--- config.mk ---
export PLATFORM = sky130hd
export DESIGN_NAME = fgc_control_word
export DESIGN_NICKNAME = d
export VERILOG_FILES = /design/src/fgc_gain_decode.v /design/src/fgc_control_word.v
export VERILOG_INCLUDE_DIRS = /design/src
export SDC_FILE = /design/constraint.sdc
export NUM_CORES = 1
export LEC_CHECK = 0
export BUFFER_PORTS_ARGS = -buffer_cell sky130_fd_sc_hd__buf_2
export CAP_MARGIN = 20
export CORE_MARGIN = 1.5
export CORE_UTILIZATION = 38
export DETAILED_ROUTE_END_ITERATION = 8
export GPL_TIMING_DRIVEN = 0
export PLACE_DENSITY_LB_ADDON = 0.12
export SLEW_MARGIN = 20
export SYNTH_ARGS = -nofsm -noshare
export SYNTH_HDL_FRONTEND = slang
export SYNTH_SLANG_ARGS = --single-unit
--- constraint.sdc ---
create_clock -name clk_sys -period 1.7 [get_ports clk_sys]
set_input_delay 0.085 -clock clk_sys [delete_from_list [all_inputs] [get_ports clk_sys]]
set_output_delay 0.085 -clock clk_sys [all_outputs]
set_load 0.1 [all_outputs]
--- src/fgc_map.vh ---
// field layout and decode constants for the filter and gain control word
// Operation
// RULE_01 - one fifteen bit control word, bits 15..1
// RULE_02 - bits 15..10 corner code, zero bypasses
// RULE_03 - bit 9 selects low or high power
// RULE_04 - bypass: filter off, amps follow bit 9
// RULE_05 - filtering: amps low, filter follows bit 9
// RULE_06 - host sets bit 9 above 31 MHz
// RULE_07 - host sets bit 9 above 60 MHz bypassed
// RULE_08 - bits 8..2 decode stage gain presets
// RULE_09 - bit 1 disables offset correction loops
// RULE_10 - one setting set drives both channels
// RULE_11 - bypass powers down the filter sections
// RULE_12 - new word applies to all settings together
`ifndef FGC_MAP_VH
`define FGC_MAP_VH
`define FGC_WORD_W 15
`define FGC_WORD_RESET 15'h0000
`define FGC_CODE_MSB 14
`define FGC_CODE_LSB 9
`define FGC_CODE_W 6
`define FGC_PWR_BIT 8
`define FGC_IN_MSB 7
`define FGC_IN_LSB 6
`define FGC_MID_MSB 5
`define FGC_MID_LSB 4
`define FGC_OUT_MSB 3
`define FGC_OUT_LSB 2
`define FGC_POST_BIT 1
`define FGC_OFS_BIT 0
`define FGC_BYPASS_CODE 6'h00
`define FGC_GAIN_W 5
`define FGC_IN_G0 5'h0F
`define FGC_IN_G1 5'h0C
`define FGC_IN_G2 5'h09
`define FGC_IN_G3 5'h09
`define FGC_LATE_G0 5'h15
`define FGC_LATE_G1 5'h12
`define FGC_LATE_G2 5'h0F
`define FGC_LATE_G3 5'h0C
`define FGC_POST_G0 5'h03
`define FGC_POST_G1 5'h09
`define FGC_SEL_RESET 2'h0
`define FGC_BIT_CLEAR 1'b0
`define FGC_BIT_SET 1'b1
`endif

--- src/fgc_gain_decode.v ---
// combinational gain preset decoder for the four amplifier stages
`timescale 1ns/1ns
`default_nettype none
`include "fgc_map.vh"
module fgc_gain_decode (
   input wire [6:0] gain_code,
   output wire [4:0] input_amp_stage_db,
   output wire [4:0] middle_amp_stage_db,
   output wire [4:0] output_amp_stage_db,
   output wire [4:0] post_amp_db
);
   // first stage bottoms out at 9 dB for both upper codes
   function [4:0] fgc_in_gain;
      input [1:0] sel;
      begin
         case (sel)
            2'h0: fgc_in_gain = `FGC_IN_G0;
            2'h1: fgc_in_gain = `FGC_IN_G1;
            2'h2: fgc_in_gain = `FGC_IN_G2;
            default: fgc_in_gain = `FGC_IN_G3;
         endcase
      end
   endfunction
   // middle and output stages share one table
   function [4:0] fgc_late_gain;
      input [1:0] sel;
      begin
         case (sel)
            2'h0: fgc_late_gain = `FGC_LATE_G0;
            2'h1: fgc_late_gain = `FGC_LATE_G1;
            2'h2: fgc_late_gain = `FGC_LATE_G2;
            default: fgc_late_gain = `FGC_LATE_G3;
         endcase
      end
   endfunction
   // field positions here are relative to the 7 bit gain slice
   assign input_amp_stage_db = fgc_in_gain(gain_code[6:5]); // [RULE_08]
   assign middle_amp_stage_db = fgc_late_gain(gain_code[4:3]); // [RULE_08]
   assign output_amp_stage_db = fgc_late_gain(gain_code[2:1]); // [RULE_08]
   assign post_amp_db = gain_code[0] ? `FGC_POST_G1 : `FGC_POST_G0;
endmodule
`default_nettype wire

--- src/fgc_control_word.v ---
// control word holder and decoder for filter, power and gain settings
`timescale 1ns/1ns
`default_nettype none
`include "fgc_map.vh"
// word layout, index 14 is the first bit the host sends:
//   [14:9] corner code in MHz, zero selects bypass
//   [8]    power mode, one asks for high power
//   [7:6]  input stage gain select
//   [5:4]  middle stage gain select
//   [3:2]  output stage gain select
//   [1]    post amplifier gain select
//   [0]    a one stops the offset correction loops
// serial shifting and latching sit outside; this block only ever
// sees a whole word with its load strobe

module fgc_control_word #(
   parameter WORD_W = `FGC_WORD_W
) (
   input wire clk_sys,
   input wire rst,
   input wire word_load,
   input wire [WORD_W-1:0] word_in,
   output reg [WORD_W-1:0] filter_gain_control_word,
   output reg [5:0] filter_corner_mhz,
   output reg filter_bypass,
   output reg filter_enable,
   output reg filter_high_power,
   output reg amp_high_power,
   output reg [4:0] input_amp_stage_db,
   output reg [4:0] middle_amp_stage_db,
   output reg [4:0] output_amp_stage_db,
   output reg [4:0] post_amp_db,
   output reg [1:0] input_amp_stage_sel,
   output reg [1:0] middle_amp_stage_sel,
   output reg [1:0] output_amp_stage_sel,
   output reg post_amp_sel,
   output reg offset_loop_enable
);
   wire [5:0] new_code;
   wire new_bypass;
   wire new_pwr;
   wire [4:0] dec_in;
   wire [4:0] dec_mid;
   wire [4:0] dec_out;
   wire [4:0] dec_post;

   // staged next values, all formed from one word in one place
   reg [WORD_W-1:0] next_filter_gain_control_word;
   reg [5:0] next_filter_corner_mhz;
   reg next_filter_bypass;
   reg next_filter_enable;
   reg next_filter_high_power;
   reg next_amp_high_power;
   reg [4:0] next_input_amp_stage_db;
   reg [4:0] next_middle_amp_stage_db;
   reg [4:0] next_output_amp_stage_db;
   reg [4:0] next_post_amp_db;
   reg [1:0] next_input_amp_stage_sel;
   reg [1:0] next_middle_amp_stage_sel;
   reg [1:0] next_output_amp_stage_sel;
   reg next_post_amp_sel;
   reg next_offset_loop_enable;

   // zero corner code means the filters are bypassed
   function fgc_is_bypass;
      input [5:0] code;
      begin
         fgc_is_bypass = (code == `FGC_BYPASS_CODE);
      end
   endfunction

   // amps go high power only in bypass with the power bit set
   function fgc_amp_hp;
      input bypass;
      input pwr;
      begin
         fgc_amp_hp = bypass & pwr; // [RULE_04] [RULE_05]
      end
   endfunction

   // the filter takes the power bit only while it is filtering
   function fgc_flt_hp;
      input bypass;
      input pwr;
      begin
         fgc_flt_hp = ~bypass & pwr; // [RULE_05]
      end
   endfunction

   // fields taken straight from the incoming word, bit 15 is index 14
   assign new_code = word_in[`FGC_CODE_MSB:`FGC_CODE_LSB]; // [RULE_02]
   assign new_bypass = fgc_is_bypass(new_code); // [RULE_02]
   assign new_pwr = word_in[`FGC_PWR_BIT]; // [RULE_03]

   // gain tables sit in their own module so the middle and output
   // stages share one case list; the decode is purely combinational
   // and only reaches the outputs through the registers below
   fgc_gain_decode u_gain (
      .gain_code(word_in[`FGC_IN_MSB:`FGC_POST_BIT]),
      .input_amp_stage_db(dec_in),
      .middle_amp_stage_db(dec_mid),
      .output_amp_stage_db(dec_out),
      .post_amp_db(dec_post)
   );

   // hold every field unless a load arrives, then take the whole word;
   // one select for all fields keeps old and new from ever mixing
   always @* begin
      next_filter_gain_control_word = filter_gain_control_word;
      next_filter_corner_mhz = filter_corner_mhz;
      next_filter_bypass = filter_bypass;
      next_filter_enable = filter_enable;
      next_filter_high_power = filter_high_power;
      next_amp_high_power = amp_high_power;
      next_input_amp_stage_db = input_amp_stage_db;
      next_middle_amp_stage_db = middle_amp_stage_db;
      next_output_amp_stage_db = output_amp_stage_db;
      next_post_amp_db = post_amp_db;
      next_input_amp_stage_sel = input_amp_stage_sel;
      next_middle_amp_stage_sel = middle_amp_stage_sel;
      next_output_amp_stage_sel = output_amp_stage_sel;
      next_post_amp_sel = post_amp_sel;
      next_offset_loop_enable = offset_loop_enable;
      // a load replaces every field from the one incoming word
      if (word_load) begin
         next_filter_gain_control_word = word_in; // [RULE_01] [RULE_12]
         // one corner code serves both channels
         next_filter_corner_mhz = new_code; // [RULE_02] [RULE_10]
         next_filter_bypass = new_bypass; // [RULE_02]
         // bypass powers the filter sections down entirely
         next_filter_enable = ~new_bypass; // [RULE_04] [RULE_11]
         // amps only go high power while the filter is bypassed
         next_amp_high_power = fgc_amp_hp(new_bypass, new_pwr); // [RULE_04]
         next_filter_high_power = fgc_flt_hp(new_bypass, new_pwr); // [RULE_05]
         next_input_amp_stage_db = dec_in; // [RULE_08] [RULE_10]
         next_middle_amp_stage_db = dec_mid; // [RULE_08]
         next_output_amp_stage_db = dec_out; // [RULE_08]
         next_post_amp_db = dec_post; // [RULE_08]
         next_input_amp_stage_sel = word_in[`FGC_IN_MSB:`FGC_IN_LSB];
         next_middle_amp_stage_sel = word_in[`FGC_MID_MSB:`FGC_MID_LSB];
         next_output_amp_stage_sel = word_in[`FGC_OUT_MSB:`FGC_OUT_LSB];
         next_post_amp_sel = word_in[`FGC_POST_BIT];
         // a one in the flag stops the loops
         next_offset_loop_enable = ~word_in[`FGC_OFS_BIT]; // [RULE_09]
      end
   end

   // reset parks the part in bypass at low power with the offset
   // loops running; every group below shares the same edge, so a
   // load still lands in all of them at once
   // raw word kept for read back
   always @(posedge clk_sys or posedge rst) begin
      if (rst) begin
         filter_gain_control_word <= `FGC_WORD_RESET;
      end else begin
         filter_gain_control_word <= next_filter_gain_control_word;
      end
   end

   // filter corner, bypass and filter power
   always @(posedge clk_sys or posedge rst) begin
      if (rst) begin
         filter_corner_mhz <= `FGC_BYPASS_CODE;
         filter_bypass <= `FGC_BIT_SET;
         filter_enable <= `FGC_BIT_CLEAR;
         filter_high_power <= `FGC_BIT_CLEAR;
      end else begin
         filter_corner_mhz <= next_filter_corner_mhz;
         filter_bypass <= next_filter_bypass;
         filter_enable <= next_filter_enable;
         filter_high_power <= next_filter_high_power;
      end
   end

   // amplifier power mode
   always @(posedge clk_sys or posedge rst) begin
      if (rst) begin
         amp_high_power <= `FGC_BIT_CLEAR;
      end else begin
         amp_high_power <= next_amp_high_power;
      end
   end

   // three stage gains with their raw select codes, shared by both
   // channels, so no per channel copies
   always @(posedge clk_sys or posedge rst) begin
      if (rst) begin
         input_amp_stage_db <= `FGC_IN_G0;
         middle_amp_stage_db <= `FGC_LATE_G0;
         output_amp_stage_db <= `FGC_LATE_G0;
         input_amp_stage_sel <= `FGC_SEL_RESET;
         middle_amp_stage_sel <= `FGC_SEL_RESET;
         output_amp_stage_sel <= `FGC_SEL_RESET;
      end else begin
         input_amp_stage_db <= next_input_amp_stage_db;
         middle_amp_stage_db <= next_middle_amp_stage_db;
         output_amp_stage_db <= next_output_amp_stage_db;
         input_amp_stage_sel <= next_input_amp_stage_sel;
         middle_amp_stage_sel <= next_middle_amp_stage_sel;
         output_amp_stage_sel <= next_output_amp_stage_sel;
      end
   end

   // post amplifier gain
   always @(posedge clk_sys or posedge rst) begin
      if (rst) begin
         post_amp_db <= `FGC_POST_G0;
         post_amp_sel <= `FGC_BIT_CLEAR;
      end else begin
         post_amp_db <= next_post_amp_db;
         post_amp_sel <= next_post_amp_sel;
      end
   end

   // offset correction loops run out of reset
   always @(posedge clk_sys or posedge rst) begin
      if (rst) begin
         offset_loop_enable <= `FGC_BIT_SET;
      end else begin
         offset_loop_enable <= next_offset_loop_enable;
      end
   end
endmodule
`default_nettype wire

==> reports/results.md <==
| Quantity | This run |
| --- | --- |
| Clock sink count | 34 |
| Post-synth top area cell | sky130_fd_sc_hd__dfrtp_1 |
| Vias per std cell | 4.58 |
| Via count of the first global-routing pass | 1,071 |
| Count of buffers inserted at the top-level ports | 64 |
| Top-area cell type share of the netlist area | 34.0% |
| Placed instance area | 2010 um2 |
| Clock latency on the worst-skew pair | 280 ps |
| Distinct cells, synth | 21 |
| Worst EP required | 1620 ps |
| Worst-case hold slack | 47.8 ps |
| Slowest cell on crit path | sky130_fd_sc_hd__dfstp_2 |
| Cell Pwr Density | 1320 nW/um2 |
| H-tree depth reported by CTS | 2 |
| Commonest cells after routing, fill and taps aside | 67 x sky130_fd_sc_hd__buf_2, 22 x sky130_fd_sc_hd__dfrtp_1, 20 x sky130_fd_sc_hd__buf_4, 17 x sky130_fd_sc_hd__mux2_2, 12 x sky130_fd_sc_hd__dfstp_2 |
| Post-synthesis cell area | 1620 um2 |
| Detailed-route DRC error count | 0 |
| Routed wire length per instance | 12.7 um |
| Synth Area per Inst | 12.2 um2 |
| Placeable core area | 4060 um2 |
| Largest driver fanout on the critical path | 2 |
| Flip-flop and latch count after synthesis | 34 |
| Die boundary height | 68.3 um |
| Number of CTS-inserted buffers | 5 |
| Final std cell area, no fill | 2160 um2 |
| HPWL reported at the end of detailed placement | 2480 um |
| Fraction of the yosys area taken by sequential cells | 53.4% |
| Most common cell after layout, fill and taps aside | sky130_fd_sc_hd__buf_2 |
| Kind of start point of the critical path | flop |
| Max Root-Sink Buffers | 2 |
| Ratio of final minimum period to clock period | 77.9% |
| Root Buffer Master | sky130_fd_sc_hd__clkbuf_8 |
| Router iterations before antenna repair | 4 |
| Arrival time worst endpoint | 1240 ps |
| Number of hold violations in the final report | 0 |
| Fraction of final layout cells with drive strength greater than 1 | 60.4% |
| CP endpoint kind | primary output |
| Worst rel slew slack | 54.4% |
| Final weighted congestion in routability-driven placement | 0.696 |
| # IOs | 71 |
| Critical path's largest stage delay | 530 ps |
| Max-cap check violation count | 0 |
| Overflow left after global routing | 0 |
| Final setup violating endpoints | 0 |
| Cell breakdown of the critical path | buf_2 |
| Final net count | 239 |
| Cell count after synthesis | 133 |
| DRT Wirelength | 3320 um |
| Number of buffers and inverters on the critical path | 1 |
| Setup repair after global routing missed its margin | no |
| Static leakage power | 1.10 nW |
| Worst Tran Pin Value | 684 ps |
| Drt initial violations | 38 |
| Final Max Tran Viols | 0 |
| Routed vias | 1,201 |
| Max VDD drop | 0.714 mV |
| Sum Neg Setup Slack | 0 ps |
| Starting density of the core | 39.9% |
| Final Skew | 0 ps |
| Status | finished, final reports clean |
| Synth Warn # | 0 |
| Clock-pin slew on the worst setup and hold paths | 70 ps |
| Cells taking the most area after synthesis | sky130_fd_sc_hd__dfrtp_1 34%, sky130_fd_sc_hd__dfstp_2 19%, sky130_fd_sc_hd__mux2_2 12% |
| Classification of the worst-slack hold path | input pin to flop |
| Number of rows in the core area | 23 |
| Worst reg-to-reg setup slack | 900 ps |
| Chip Width | 68.3 um |
| Time the worst path needs with I/O delays and setup | 1320 ps |
| Number of gates given a new drive strength after cts | 0 |
| Remaining antenna violation count after routing | 0 |
| Share of the core filled with cells | 53.3% |
| Die footprint | 4660 um2 |
| Antenna diode count | 0 |
| Initial antenna violation count | 0 |
| Total routing usage reported by global routing | 15.1% |
| Highest achievable clock rate | 755 MHz |
| WS Path Type | flop to primary output |
| TritonCTS clock tree | built |
| Area added between synthesis and finish | 33.6% |
| First-pass GRT wire length | 4900 um |
| Kind of cell with the highest combined delay on the critical path | flip-flops |
| Maximum number of pins on one net before global-route repair | 35 |
==> path summary, 6_finish.rpt <==
kind                                             start                          end  cells after the start
worst min register to register   input_amp_stage_db[1]        input_amp_stage_db[1]                      1
min in group asynchronous                          rst  filter_gain_control_word[3]                      3
worst min-delay path                        word_in[7]  filter_gain_control_word[7]                      2
worst max register to register   input_amp_stage_db[2]        input_amp_stage_db[2]                      2
max in group asynchronous                          rst  filter_gain_control_word[0]                      3
worst max-delay path            middle_amp_stage_db[0]       middle_amp_stage_db[0]                      1
==> timing repair <==
item,4_1_cts,5_1_grt
endpoints found under the hold margin,25,0
hold buffers,4,0
setup buffers,0,0
==> cells by family after synthesis <==
| kind of cell | Yosys count | share of synthesized area (%) |
|---|---|---|
| compound gates | 17 | 6.49 |
| fa+ha+maj | 10 | 7.72 |
| buf+inv | 31 | 12.0 |
| flops | 34 | 53.4 |
| mux | 18 | 12.4 |
| other cells | 2 | 0.463 |
| simple gates | 21 | 7.41 |
==> per-layer routing <==
layer | part of all wire (%) | routed length [um] | up-vias | global-route usage, %
met5 | 0 | 0 | - | 0
met4 | 1.6 | 53 | 0 | 6.75
met3 | 7.4 | 246 | 5 | 5.92
met2 | 50 | 1650 | 48 | 25.7
met1 | 41 | 1370 | 575 | 16.4
li1 | - | - | 573 | -
==> final cells by class <==
cell class,count,area [um2]
Buffer,23,165
Fill cell,361,1890
Timing Repair Buffer,68,360
Clock buffer,8,110
Sequential cell,34,866
Tap cell,50,62.6
Inverter,8,30.0
Multi-Input combinational cell,71,571
==> synth_stat cells <==
| cell type | number |
|---|---|
| sky130_fd_sc_hd__o22a_1 | 1 |
| sky130_fd_sc_hd__dfrtp_1 | 22 |
| sky130_fd_sc_hd__o2bb2ai_1 | 1 |
| sky130_fd_sc_hd__mux2i_1 | 1 |
| sky130_fd_sc_hd__dfstp_2 | 12 |
| sky130_fd_sc_hd__mux2_2 | 17 |
| sky130_fd_sc_hd__nor3b_2 | 1 |
| sky130_fd_sc_hd__inv_1 | 7 |
| sky130_fd_sc_hd__nand2b_1 | 7 |
| sky130_fd_sc_hd__a21oi_1 | 6 |
| sky130_fd_sc_hd__nor4_2 | 1 |
| sky130_fd_sc_hd__nor4bb_1 | 1 |
| sky130_fd_sc_hd__ha_1 | 10 |
| sky130_fd_sc_hd__o31ai_1 | 2 |
| sky130_fd_sc_hd__conb_1 | 2 |
| sky130_fd_sc_hd__nor2_1 | 11 |
| sky130_fd_sc_hd__buf_2 | 3 |
| sky130_fd_sc_hd__inv_2 | 1 |
| sky130_fd_sc_hd__o21ai_0 | 5 |
| sky130_fd_sc_hd__buf_4 | 20 |
| sky130_fd_sc_hd__a22o_1 | 2 |
==> power breakdown <==
group	leakage [nW]	switching (mW)	total, mW	internal, mW
registers	0.382	0.0435	0.947	0.904
clock network	0.0575	0.272	0.681	0.409
logic	0.658	1.01	1.22	0.209
total	1.10	1.33	2.85	1.52
==> state kept, by name, indices dropped and copies added, names as in the netlist, 3 cells and up <==
name / cells
input_amp_stage_db: 3
middle_amp_stage_db: 5
filter_gain_control_word: 15
output_amp_stage_db: 5
==> through the flow <==
stage                     cells  total power [mW]  setup WS, ps
after floorplan             136              2.01           262
after global placement      250              2.17           427
after detailed placement    250              2.18           679
after CTS                   262              2.88           360
after global routing        262              2.97           332
final                       262              2.85           375
(Power assumes the default switching activity.)
